<file path="config.mk">
export PLATFORM = sky130hd
export DESIGN_NAME = dual_timer_control
export DESIGN_NICKNAME = d
export VERILOG_FILES = /design/src/include/timer_pkg.sv /design/src/include/timer_link_if.sv /design/src/logic/dual_timer_control.sv /design/src/logic/timer1_unit.sv /design/src/logic/timer2_unit.sv
export SDC_FILE = /design/constraint.sdc
export NUM_CORES = 1
export LEC_CHECK = 0
export ABC_AREA = 1
export BUFFER_PORTS_ARGS = -buffer_cell sky130_fd_sc_hd__buf_2
export CAP_MARGIN = 0
export CORE_ASPECT_RATIO = 0.5
export CORE_MARGIN = 2
export CORE_UTILIZATION = 58
export DETAILED_ROUTE_END_ITERATION = 8
export GPL_ROUTABILITY_DRIVEN = 0
export HOLD_SLACK_MARGIN = 0.06
export PLACE_DENSITY = 0.87
export REMOVE_ABC_BUFFERS = 1
export SKIP_CTS_REPAIR_TIMING = 1
export SLEW_MARGIN = 20
export SYNTH_ARGS = -nofsm -noshare
export SYNTH_HDL_FRONTEND = slang
export SYNTH_SLANG_ARGS = --single-unit
</file>
<file path="constraint.sdc">
create_clock -name mclk -period 3.55 [get_ports mclk]
set_clock_uncertainty 0.05 [all_clocks]
set_input_delay 0.1775 -clock mclk [delete_from_list [all_inputs] [get_ports mclk]]
set_output_delay 0.1775 -clock mclk [all_outputs]
set_load 0.03 [all_outputs]
</file>
<file path="src/include/timer_pkg.sv">
// Constants, field layout and helpers shared by the dual timer block.
// Assumes a single system clock and word-indexed register offsets.
package timer_pkg;
  localparam int unsigned CLK_HZ = 20_000_000;
  localparam int unsigned INST_DIV = 4;
  localparam int unsigned INST_CNT_W = $clog2(INST_DIV);
  localparam logic [INST_CNT_W-1:0] INST_LAST = INST_CNT_W'(INST_DIV - 1);

  localparam logic [7:0] IDX_INTERRUPT_MASTER_CONTROL = 8'h0B;
  localparam logic [7:0] IDX_PERIPHERAL_IRQ_FLAGS = 8'h0C;
  localparam logic [7:0] IDX_TIMER1_CONTROL = 8'h10;
  localparam logic [7:0] IDX_TIMER2_COUNT = 8'h11;
  localparam logic [7:0] IDX_TIMER2_CONTROL = 8'h12;
  localparam logic [7:0] IDX_PERIPHERAL_IRQ_ENABLES = 8'h8C;
  localparam logic [7:0] IDX_TIMER2_PERIOD = 8'h92;
  localparam logic [7:0] IDX_TIMER1_COUNT_LOW = 8'h20;
  localparam logic [7:0] IDX_TIMER1_COUNT_HIGH = 8'h21;

  localparam int unsigned T1_RUN_BIT = 0;
  localparam int unsigned T1_SRC_BIT = 1;
  localparam int unsigned T1_SYNC_OFF_BIT = 2;
  localparam int unsigned T1_OSC_EN_BIT = 3;
  localparam int unsigned T1_PS_LSB = 4;
  localparam int unsigned T1_STATUS_BIT = 6;
  localparam int unsigned T2_PS_LSB = 0;
  localparam int unsigned T2_RUN_BIT = 2;
  localparam int unsigned T2_POST_LSB = 3;
  localparam int unsigned FLAG_T1_BIT = 0;
  localparam int unsigned FLAG_T2_BIT = 1;

  localparam logic [7:0] T1CTL_WMASK = 8'h3F;
  localparam logic [7:0] T1_STATUS_MASK = 8'(1 << T1_STATUS_BIT);
  localparam logic [7:0] T2CTL_WMASK = 8'h7F;
  localparam logic [7:0] RST_CTL = 8'h00;
  localparam logic [7:0] RST_T2_COUNT = 8'h00;
  localparam logic [7:0] RST_T2_PERIOD = 8'hFF;
  localparam logic [1:0] RST_FLAGS = 2'h0;
  localparam logic [7:0] RST_ENABLES = 8'h00;
  localparam logic [15:0] RST_T1_COUNT = 16'h0000;

  typedef enum logic [1:0] {BUS_IDLE = 2'b01, BUS_ACK = 2'b10} bus_state_type;

  // Low-bit mask that marks the last input of a prescale cycle
  function automatic logic [2:0] t1_prescale_mask(input logic [1:0] ps);
    return 3'((4'h1 << ps) - 4'h1);
  endfunction

  function automatic logic [3:0] t2_prescale_mask(input logic [1:0] ps);
    return ps[1] ? 4'hF : (ps[0] ? 4'h3 : 4'h0);
  endfunction
endpackage

</file>
<file path="src/include/timer_link_if.sv">
// Carrier between the register front end and the two timer units.
// Assumes every signal is driven and sampled on the system clock.
interface timer_link_if;
  logic inst_tick;
  logic t1_edge;
  logic [7:0] t1_ctl;
  logic t1_load_lo;
  logic t1_load_hi;
  logic [7:0] load_data;
  logic [15:0] t1_count;
  logic t1_overflow;
  logic [7:0] t2_ctl;
  logic [7:0] t2_period;
  logic t2_load;
  logic [7:0] t2_count;
  logic t2_event;

  modport ctrl (
    output inst_tick, t1_edge, t1_ctl, t1_load_lo, t1_load_hi, load_data,
    output t2_ctl, t2_period, t2_load,
    input t1_count, t1_overflow, t2_count, t2_event
  );
  modport t1 (
    input inst_tick, t1_edge, t1_ctl, t1_load_lo, t1_load_hi, load_data,
    output t1_count, t1_overflow
  );
  modport t2 (
    input inst_tick, t2_ctl, t2_period, t2_load, load_data,
    output t2_count, t2_event
  );
endinterface

</file>
<file path="src/logic/dual_timer_control.sv">
// Register front end, pin synchronisers and interrupt logic of two timers.
// Assumes an Avalon-MM master on mclk and asynchronous pins.
//
// Overview of operation
// - Control bit 6 reads 1 while system clock runs from timer oscillator.
// - First timer prescale field 11/10/01/00 divides by 8/4/2/1.
// - Clearing the oscillator enable bit turns the oscillator inverter off.
// - Internal source selected means sync-off bit ignored, internal clock used.
// - Source bit 1 counts pin rising edges; 0 counts system clock over four.
// - First timer runs while its run bit is set, stops otherwise.
// - Second timer postscale divides by one plus the four-bit field.
// - Second timer runs while its run bit is set, held otherwise.
// - Reset loads the second timer period register with all ones.
// - Reset clears the second timer count register.
// - Flag bit 0 first timer, bit 1 second timer; cleared on reset.
// - Matching enable bits for both timer interrupts, cleared on reset.
module dual_timer_control
  import timer_pkg::*;
(
  input wire logic mclk,
  input wire logic sys_rst,
  input wire logic [9:0] avs_address,
  input wire logic avs_read,
  input wire logic avs_write,
  input wire logic [31:0] avs_writedata,
  input wire logic [3:0] avs_byteenable,
  output logic [31:0] avs_readdata,
  output logic avs_waitrequest,
  input wire logic external_timer_clock_pin,
  input wire logic sysclk_from_timer1_osc,
  output logic timer1_osc_inverter_enable,
  output logic irq
);
  function automatic logic reg_hit(input logic [9:0] addr, input logic [7:0] idx);
    return (addr[1:0] == 2'b00) && (addr[9:2] == idx);
  endfunction

  timer_link_if lnk ();

  logic pin_s1_q;
  logic pin_s2_q;
  logic pin_s3_q;
  logic pin_level_q;
  logic st_s1_q;
  logic st_s2_q;
  logic st_s3_q;
  logic st_level_q;
  logic [INST_CNT_W-1:0] div_q;
  logic inst_tick_q;
  logic ext_pending_q;
  logic ext_pending_d;
  logic t1_edge_q;
  logic t1_edge_d;
  bus_state_type bus_q;
  bus_state_type bus_d;
  logic wait_q;
  logic [31:0] rdata_q;
  logic [7:0] intctl_q;
  logic [1:0] flags_q;
  logic [1:0] flags_d;
  logic [7:0] enables_q;
  logic [7:0] t1ctl_q;
  logic [7:0] t2ctl_q;
  logic [7:0] t2per_q;
  logic osc_en_q;
  logic irq_q;

  // Pin synchronisers
  wire pin_agree = pin_s2_q == pin_s3_q;
  wire pin_rise = pin_agree && pin_s3_q && !pin_level_q;
  wire st_agree = st_s2_q == st_s3_q;

  always_ff @(posedge mclk or posedge sys_rst) begin
    if (sys_rst) begin
      pin_s1_q <= 1'b0;
      pin_s2_q <= 1'b0;
      pin_s3_q <= 1'b0;
      pin_level_q <= 1'b0;
    end else begin
      pin_s1_q <= external_timer_clock_pin;
      pin_s2_q <= pin_s1_q;
      pin_s3_q <= pin_s2_q;
      pin_level_q <= pin_agree ? pin_s3_q : pin_level_q;
    end
  end

  always_ff @(posedge mclk or posedge sys_rst) begin
    if (sys_rst) begin
      st_s1_q <= 1'b0;
      st_s2_q <= 1'b0;
      st_s3_q <= 1'b0;
      st_level_q <= 1'b0;
    end else begin
      st_s1_q <= sysclk_from_timer1_osc;
      st_s2_q <= st_s1_q;
      st_s3_q <= st_s2_q;
      st_level_q <= st_agree ? st_s3_q : st_level_q;
    end
  end

  // Instruction clock tick, system clock over four
  always_ff @(posedge mclk or posedge sys_rst) begin
    if (sys_rst) begin
      div_q <= '0;
      inst_tick_q <= 1'b0;
    end else begin
      div_q <= div_q + INST_CNT_W'(1);
      inst_tick_q <= div_q == INST_LAST;
    end
  end

  // External edge, held to the next tick when synchronised
  wire sync_on = !t1ctl_q[T1_SYNC_OFF_BIT];
  assign ext_pending_d = sync_on && !inst_tick_q && (ext_pending_q || pin_rise);
  assign t1_edge_d = sync_on ? inst_tick_q && (ext_pending_q || pin_rise) : pin_rise;

  always_ff @(posedge mclk or posedge sys_rst) begin
    if (sys_rst) begin
      ext_pending_q <= 1'b0;
      t1_edge_q <= 1'b0;
    end else begin
      ext_pending_q <= ext_pending_d;
      t1_edge_q <= t1_edge_d;
    end
  end

  // Address decode
  wire sel_intctl = reg_hit(avs_address, IDX_INTERRUPT_MASTER_CONTROL);
  wire sel_flags = reg_hit(avs_address, IDX_PERIPHERAL_IRQ_FLAGS);
  wire sel_t1ctl = reg_hit(avs_address, IDX_TIMER1_CONTROL);
  wire sel_t2cnt = reg_hit(avs_address, IDX_TIMER2_COUNT);
  wire sel_t2ctl = reg_hit(avs_address, IDX_TIMER2_CONTROL);
  wire sel_enables = reg_hit(avs_address, IDX_PERIPHERAL_IRQ_ENABLES);
  wire sel_t2per = reg_hit(avs_address, IDX_TIMER2_PERIOD);
  wire sel_t1lo = reg_hit(avs_address, IDX_TIMER1_COUNT_LOW);
  wire sel_t1hi = reg_hit(avs_address, IDX_TIMER1_COUNT_HIGH);

  wire [7:0] wbyte = avs_writedata[7:0];
  wire wr_go = avs_write && (bus_q == BUS_ACK) && avs_byteenable[0];
  wire [7:0] t1ctl_rd = t1ctl_q | (st_level_q ? T1_STATUS_MASK : 8'h00);

  wire [7:0] rd_byte =
    sel_intctl ? intctl_q :
    sel_flags ? {6'h00, flags_q} :
    sel_t1ctl ? t1ctl_rd :
    sel_t2cnt ? lnk.t2_count :
    sel_t2ctl ? t2ctl_q :
    sel_enables ? enables_q :
    sel_t2per ? t2per_q :
    sel_t1lo ? lnk.t1_count[7:0] :
    sel_t1hi ? lnk.t1_count[15:8] :
    8'h00;

  // Bus handshake, one wait cycle per access
  always_comb begin
    bus_d = bus_q;
    unique case (bus_q)
      BUS_IDLE: begin
        if (avs_read || avs_write) begin
          bus_d = BUS_ACK;
        end
      end
      BUS_ACK: begin
        bus_d = BUS_IDLE;
      end
    endcase
  end

  always_ff @(posedge mclk or posedge sys_rst) begin
    if (sys_rst) begin
      bus_q <= BUS_IDLE;
      wait_q <= 1'b1;
      rdata_q <= 32'h00000000;
    end else begin
      bus_q <= bus_d;
      wait_q <= bus_d != BUS_ACK;
      if (bus_q == BUS_IDLE && avs_read) begin
        rdata_q <= {24'h000000, rd_byte};
      end
    end
  end

  // Software registers
  wire [1:0] flag_set = {lnk.t2_event, lnk.t1_overflow};
  wire [1:0] flag_clr = (wr_go && sel_flags) ? wbyte[1:0] : 2'h0;
  assign flags_d = (flags_q & ~flag_clr) | flag_set;

  always_ff @(posedge mclk or posedge sys_rst) begin
    if (sys_rst) begin
      intctl_q <= RST_CTL;
      flags_q <= RST_FLAGS;
      enables_q <= RST_ENABLES;
      t1ctl_q <= RST_CTL;
      t2ctl_q <= RST_CTL;
      t2per_q <= RST_T2_PERIOD;
    end else begin
      flags_q <= flags_d;
      if (wr_go && sel_intctl) begin
        intctl_q <= wbyte;
      end
      if (wr_go && sel_enables) begin
        enables_q <= wbyte;
      end
      if (wr_go && sel_t1ctl) begin
        t1ctl_q <= wbyte & T1CTL_WMASK;
      end
      if (wr_go && sel_t2ctl) begin
        t2ctl_q <= wbyte & T2CTL_WMASK;
      end
      if (wr_go && sel_t2per) begin
        t2per_q <= wbyte;
      end
    end
  end

  // Oscillator control and interrupt output
  wire [1:0] irq_pending = flags_q & enables_q[1:0];

  always_ff @(posedge mclk or posedge sys_rst) begin
    if (sys_rst) begin
      osc_en_q <= 1'b0;
      irq_q <= 1'b0;
    end else begin
      osc_en_q <= t1ctl_q[T1_OSC_EN_BIT];
      irq_q <= |irq_pending;
    end
  end

  // Timer units
  assign lnk.inst_tick = inst_tick_q;
  assign lnk.t1_edge = t1_edge_q;
  assign lnk.t1_ctl = t1ctl_q;
  assign lnk.t1_load_lo = wr_go && sel_t1lo;
  assign lnk.t1_load_hi = wr_go && sel_t1hi;
  assign lnk.load_data = wbyte;
  assign lnk.t2_ctl = t2ctl_q;
  assign lnk.t2_period = t2per_q;
  assign lnk.t2_load = wr_go && sel_t2cnt;

  timer1_unit u_timer1 (
    .mclk(mclk),
    .sys_rst(sys_rst),
    .lnk(lnk.t1)
  );

  timer2_unit u_timer2 (
    .mclk(mclk),
    .sys_rst(sys_rst),
    .lnk(lnk.t2)
  );

  assign avs_readdata = rdata_q;
  assign avs_waitrequest = wait_q;
  assign timer1_osc_inverter_enable = osc_en_q;
  assign irq = irq_q;
endmodule

</file>
<file path="src/logic/timer1_unit.sv">
// First timer: source select, prescaler and 16-bit up counter.
// Assumes the external edge arrives already synchronised as needed.
module timer1_unit
  import timer_pkg::*;
(
  input wire logic mclk,
  input wire logic sys_rst,
  timer_link_if.t1 lnk
);
  logic [2:0] pre_q;
  logic [15:0] cnt_q;
  logic ovf_q;
  wire run = lnk.t1_ctl[T1_RUN_BIT];
  wire load = lnk.t1_load_lo || lnk.t1_load_hi;
  wire src_tick = lnk.t1_ctl[T1_SRC_BIT] ? lnk.t1_edge : lnk.inst_tick;
  wire [2:0] mask = t1_prescale_mask(lnk.t1_ctl[T1_PS_LSB +: 2]);
  wire pre_done = src_tick && ((pre_q & mask) == mask);
  wire count_go = run && pre_done && !load;

  always_ff @(posedge mclk or posedge sys_rst) begin
    if (sys_rst) begin
      pre_q <= 3'h0;
      cnt_q <= RST_T1_COUNT;
      ovf_q <= 1'b0;
    end else begin
      pre_q <= !run ? 3'h0 : (src_tick ? pre_q + 3'h1 : pre_q);
      ovf_q <= count_go && (cnt_q == 16'hFFFF);
      if (lnk.t1_load_lo) begin
        cnt_q[7:0] <= lnk.load_data;
      end else if (lnk.t1_load_hi) begin
        cnt_q[15:8] <= lnk.load_data;
      end else if (count_go) begin
        cnt_q <= cnt_q + 16'h0001;
      end
    end
  end

  assign lnk.t1_count = cnt_q;
  assign lnk.t1_overflow = ovf_q;
endmodule

</file>
<file path="src/logic/timer2_unit.sv">
// Second timer: prescaler, period match counter and postscaler.
// Assumes the instruction tick is a one-cycle pulse on the system clock.
module timer2_unit
  import timer_pkg::*;
(
  input wire logic mclk,
  input wire logic sys_rst,
  timer_link_if.t2 lnk
);
  logic [3:0] pre_q;
  logic [3:0] post_q;
  logic [7:0] cnt_q;
  logic evt_q;
  wire run = lnk.t2_ctl[T2_RUN_BIT];
  wire [3:0] post_last = lnk.t2_ctl[T2_POST_LSB +: 4];
  wire [3:0] mask = t2_prescale_mask(lnk.t2_ctl[T2_PS_LSB +: 2]);
  wire pre_done = lnk.inst_tick && ((pre_q & mask) == mask);
  wire step = run && pre_done && !lnk.t2_load;
  wire match = step && (cnt_q == lnk.t2_period);

  always_ff @(posedge mclk or posedge sys_rst) begin
    if (sys_rst) begin
      pre_q <= 4'h0;
      post_q <= 4'h0;
      cnt_q <= RST_T2_COUNT;
      evt_q <= 1'b0;
    end else begin
      pre_q <= !run ? 4'h0 : (lnk.inst_tick ? pre_q + 4'h1 : pre_q);
      evt_q <= match && (post_q == post_last);
      if (match) begin
        post_q <= (post_q == post_last) ? 4'h0 : post_q + 4'h1;
      end
      if (lnk.t2_load) begin
        cnt_q <= lnk.load_data;
      end else if (step) begin
        cnt_q <= match ? 8'h00 : cnt_q + 8'h01;
      end
    end
  end

  assign lnk.t2_count = cnt_q;
  assign lnk.t2_event = evt_q;
endmodule

</file>
### Word-level counts from Yosys, hierarchy flattened

Cells that the tools add are included.

| word-level totals | value |
|---|---|
| register bits | 102 |
| output and inout bits | 35 |
| bits of input ports | 52 |
| logic and storage cells | 149 |

| operators by class | value |
|---|---|
| equal/unequal tests | 23 |
| reduce and logical (&&, ||, !) cells | 50 |
| bitwise gates (word level) | 8 |
| add/subtract/negate cells | 7 |
| multiplexer cells | 29 |
| shift operators | 1 |

Operators with widths:

| operator | count |
|---|---|
| $mux 8 | 15 |
| $logic_and 1x1->1 | 35 |
| $eq 8x5->1 const B | 3 |
| $add 16x1->16 const B | 1 |
| $eq 16x16->1 const B | 1 |
| $eq 8x4->1 const B | 2 |
| $eq 8x6->1 const B | 2 |
| $eq 8x8->1 const B | 2 |
| $mux 16 | 1 |
| $mux 4 | 4 |
| $add 4x1->4 const B | 2 |
| $add 8x1->8 const B | 1 |
| $eq 4x4->1 | 2 |
| $eq 8x8->1 | 1 |
| $mux 7 | 1 |
| $or 6x7->7 | 1 |
| $mux 2 | 3 |
| $mux 3 | 2 |
| $reduce_bool 2->1 | 3 |
| $logic_not 1->1 | 5 |
| $and 2x2->2 | 2 |
| $and 4x4->4 | 1 |
| $eq 2x2->1 const B | 2 |
| $ne 2x1->1 const B | 2 |
| 18 further kinds | 24 |

### Logic depth before layout (Yosys ltp)

| logic depth | value |
|---|---|
| word-level depth | 11 |
| gate-level depth with buffers | 13 |
| mapped depth without buffers | 13 |

### Cells and area by module

From an unflattened synthesis, not the netlist that was laid out.

| second synthesis, totals | value |
|---|---|
| cell total of the unflattened synthesis | 829 |
| area total of the unflattened synthesis | 6147.1 sq um |

By module, submodules not included:

| module | area each (sq um) | instances | seq. area each (sq um) | cells an instance |
|---|---|---|---|---|
| dual_timer_control | 3362.0 | 1 | 1639.1 | 415 |
| timer1_unit | 1442.6 | 1 | 500.5 | 206 |
| timer2_unit | 1342.5 | 1 | 425.4 | 208 |

### Least setup slack after synthesis

No wires, ideal clock.

| timing | value |
|---|---|
| path type | register -> register |
| start point | register bus_q[0] |
| end point | register u_timer1.cnt_q[0], in the netlist u_timer1.lnk.t1_count[0] |
| slack | 1761 ps |
| clock period less this slack | 1789 ps |
| data required time | 3372 ps |
| stages on the path, launching flop included | 12 |
| buffers on the path | 2 |
| library setup time | 128 ps |
| data arrival time | 1611 ps |
| cell sequence | dfstp_2 inv_2 nand4_1 inv_2 buf_6 nand3_1 inv_2 nor3_4 inv_4 buf_8 nand3_1 o211ai_2 |

| on the way | value |
|---|---|
| word-level cells in the longest chain between the ends | 9 |
| elaborated cells between the ends (all ways) | 12 |
| those cells by class | 2 x eq/ne; 1 x mux; 9 x reduce/logical |

Ends and longest elaborated chain:

| what | RTL line | source |
|---|---|---|
| start, declared | dual_timer_control.sv:54 | `bus_state_type bus_q;` |
| start signal, assigned | dual_timer_control.sv:175 | `bus_q <= bus_d;` |
| $eq 2x2->1 * | dual_timer_control.sv:139 | `wire wr_go = avs_write && (bus_q == BUS_ACK) && avs_byteenable[0];` |
| $logic_and 1x1->1 * (2 in series) | dual_timer_control.sv:139 |  |
| $logic_and 1x1->1, on equally long branches | dual_timer_control.sv:233, dual_timer_control.sv:234 |  |
| $logic_or 1x1->1 | timer1_unit.sv:14 | `wire load = lnk.t1_load_lo \|\| lnk.t1_load_hi;` |
| $logic_not 1->1 | timer1_unit.sv:18 | `wire count_go = run && pre_done && !load;` |
| $logic_and 1x1->1 | timer1_unit.sv:18 |  |
| $reduce_bool 2->1 (no source line) | - |  |
| $reduce_and 2->1 (no source line) | - |  |
| end signal, assigned | timer1_unit.sv:29 | `cnt_q[7:0] <= lnk.load_data;` |
| end signal, assigned | timer1_unit.sv:33 | `cnt_q <= cnt_q + 16'h0001;` |
| end, declared | timer1_unit.sv:11 | `logic [15:0] cnt_q;` |

Every way passes the cells marked *; elsewhere a longest branch is shown, timed or not.
A chain may end at the register's enable or synchronous reset.

### Final worst setup path

| timing | value |
|---|---|
| start point | register bus_q[0] |
| end point | register u_timer1.cnt_q[7], in the netlist u_timer1.lnk.t1_count[7] |

Same word-level chain as after synthesis.

==> metrics.md <==
| Metric | Value |
|---|---|
| FMAX | 482 MHz |
| Vias per cell | 5.54 |
| Layout area overhead | 9.18% |
| Min cycle time layout | 2.07 ns |
| Slew margin rel. | 0.372 |
| CTS tree | done |
| Final-report max-slew violation count | 0 |
| Main synth FF type | dfrtp_1 |
| Total power | 2.61 mW |
| WP data arrival | 2.24 ns |
| Most frequent cells in the layout | nand2_1 (181), dfrtp_1 (92), inv_1 (70), nor2_1 (62), nand3_1 (59) |
| DPL Wire Length | 9930 um |
| Ys Warns | 0 |
| Routed via count | 5004 |
| Synth unique cells | 48 |
| Nets | 822 |
| DRT iter0 DRCs | 493 |
| Worst skew pair latency | 0.35 ns |
| RSZ-0062 raised after global routing | false |
| Largest net degree at the start of global routing | 81 |
| Slew @ Worst Pin | 0.941 ns |
| Maximum vdd drop | 0.000235 V |
| Flop pwr share | 0.494 |
| Die Span Y | 74.6 um |
| Crit end category | flip-flop |
| Starting density of the core | 0.604 |
| GRT overflow | 0 |
| Clock slew at reported path FFs | 0.07 ns |
| Post-synth EDFFs | 0 |
| Synth Instances | 723 |
| Std-Cell Rows | 25 |
| Top cells by area, synth | dfrtp_1 (40%), nand2_1 (12%), nand3_1 (5.1%), inv_1 (4.6%), dfstp_2 (4.5%) |
| DR WL/cell | 15.3 um |
| Crit path required time | 3.71 ns |
| CTS H-tree lvls | 3 |
| Biggest area consumer among synthesized cells | dfrtp_1 |
| Post-Syn Area per Cell | 7.99 um2 |
| Total length of routed wires | 13800 um |
| Sw Pwr | 0.786 mW |
| Crit path max fanout | 15 |
| Leak | 3.07 nW |
| Die area | 10800 um2 |
| Commonest non-fill, non-tap cell in the layout | nand2_1 |
| Post-synth top area share | 0.398 |
| Internal | 1.82 mW |
| Share of layout cells above drive strength 1 | 0.141 |
| Asr flop ratio synth | 1.00 |
| Worst hold path class | in -> async |
| Clock Power Share | 0.357 |
| CTS Sinks | 102 |
| # setup viols final | 0 |
| Final hold slack | -0.0319 ns |
| Max-capacitance violation count | 0 |
| CORE AREA | 9570 um2 |
| Ant diodes | 0 |
| Pwr per Cell Area | 414 nW/um2 |
| Io pins | 87 |
| Switching Share | 0.301 |
| ANT nets after route | 0 |
| Clock Path Buffers | 2 |
| Initial antenna violation count | 0 |
| GRT Util Overall | 0.264 |
| Global-route wire length before repair | 22300 um |
| Root buffer cell | clkbuf_16 |
| Vias in the first global route | 4569 |
| Die X | 145 um |
| Failing checks | negative hold slack |
| Final period utilization | 0.584 |
| Endpoints failing hold | 16 |
| First-pass iteration count of the detailed router | 7 |
| Synthesis-stage register bit count | 102 |
| Logic pwr share | 0.149 |
| Total CTS buffers | 9 |
| Worst setup SP type | flip-flop |
| Synth Cell Area | 5780 um2 |
| Crit Path Class | reg -> reg |
| # port buffers | 35 |
| Post-Route Setup TNS | 0 ns |
| Status | complete, but fails checks |
| Register area share after synthesis | 0.444 |
| Post-route DRC | 0 |
synthesized netlist by cell type (2+ instances only):
cell      count
nand3b_1      3
o221ai_1      6
clkbuf_1      8
nand2_1     181
o22ai_1       2
a21oi_1      31
o21ai_0      41
inv_4         2
inv_2         9
dfstp_2      10
o211ai_2      6
ha_1          7
o21bai_1      3
buf_2         2
nor2_1       62
buf_4        25
o211ai_1      4
nand2_2       6
nor3_1       10
nand3_1      59
o21ai_1      17
xor2_1       16
nand2_4       3
or2_2         2
nor3_2        2
nor2_4        8
dfrtp_1      92
or2_0         2
inv_1        71
nand3_2       2
xnor2_1       9
nand4_1       5
o31ai_1       2
worst paths after layout:
check | from | to | slack, ns | cells past startpoint
max in group asynchronous | sys_rst | lnk.t2_period[0]$_DFFE_PP1P_ | 2.50 | 3
worst max-delay path | bus_q[0]$_DFF_PP1_ | u_timer1.lnk.t1_count[7]$_DFFE_PP0P_ | 1.48 | 9
min in group mclk | avs_write | avs_waitrequest$_DFF_PP1_ | 0.04 | 3
worst min-delay path | sys_rst | pin_s1_q$_DFF_PP0_ | -0.03 | 2
worst min register to register | st_s1_q$_DFF_PP0_ | st_s2_q$_DFF_PP0_ | 0.31 | 0
worst max register to register | bus_q[0]$_DFF_PP1_ | u_timer1.lnk.t1_count[7]$_DFFE_PP0P_ | 1.48 | 9
through the flow:
step | setup WS [ns] | util | hold WS, ns | instances | area [um2]
finish | 1.48 | 0.659 | -0.0319 | 903 | 6310
global placement | 1.50 | 0.623 | 0.248 | 880 | 5960
global route | 1.32 | 0.659 | 0.0630 | 903 | 6310
floorplan | 0.664 | - | 0.159 | 709 | 5610
CTS | 1.52 | 0.652 | -0.121 | 896 | 6240
detailed placement | 1.44 | 0.623 | 0.245 | 880 | 5960
power groups by stage:
stage | Clock [mW] | Combinational, mW | Sequential (mW)
after floorplan | 0 | 0.185 | 1.38
after global placement | 0 | 0.371 | 1.31
after detailed placement | 0 | 0.380 | 1.31
after CTS | 0.941 | 0.382 | 1.29
after global routing | 0.987 | 0.422 | 1.29
final | 0.932 | 0.389 | 1.29
critical path: stages, from the launching register on:
cell and delay [ns]:
dfstp_2 0.54, inv_2 0.05, nand4_1 0.08, inv_2 0.16, nand3_1 0.27, inv_2 0.15
nor3_4 0.21, inv_4 0.14, nand3_1 0.13, o211ai_1 0.13
sequential cells by signal (all words and copies together), names as in the netlist, 6 cells and up:
signal                 count
u_timer2.lnk.t2_count      8
lnk.t2_period              8
enables_q                  8
intctl_q                   8
lnk.t1_ctl                 6
avs_readdata               8
lnk.t2_ctl                 7
u_timer1.lnk.t1_count     16
area by class of cell:
cell class	instances	area, um2
Timing Repair Buffer	43	253
Inverter	83	319
Clock inverter	5	41.3
Sequential cell	102	2560
Tap cell	135	169
Multi-Input combinational cell	524	2730
Clock buffer	11	233
Fill cell	757	3260
layer usage:
metal  part of all wire  up-vias  track usage
li1                   -     2374            -
met4              0.031        0        0.100
met1               0.43     2343        0.349
met3              0.092       43       0.0736
met2               0.45      244        0.428
met5                  0        -            0
cells by family (layout without fill, tap and decap cells):
logic type      count (synthesis)  after routing  share of synthesized area
simple gates                  352            352                      0.283
other cells                     1             24                   0.000649
compound gates                115            115                      0.119
xor+xnor                       25             25                     0.0379
fa+ha+maj                       8              8                     0.0169
flops                         102            102                      0.444
buf+inv                       120            142                     0.0987
Power figures use the tool's default switching activity.
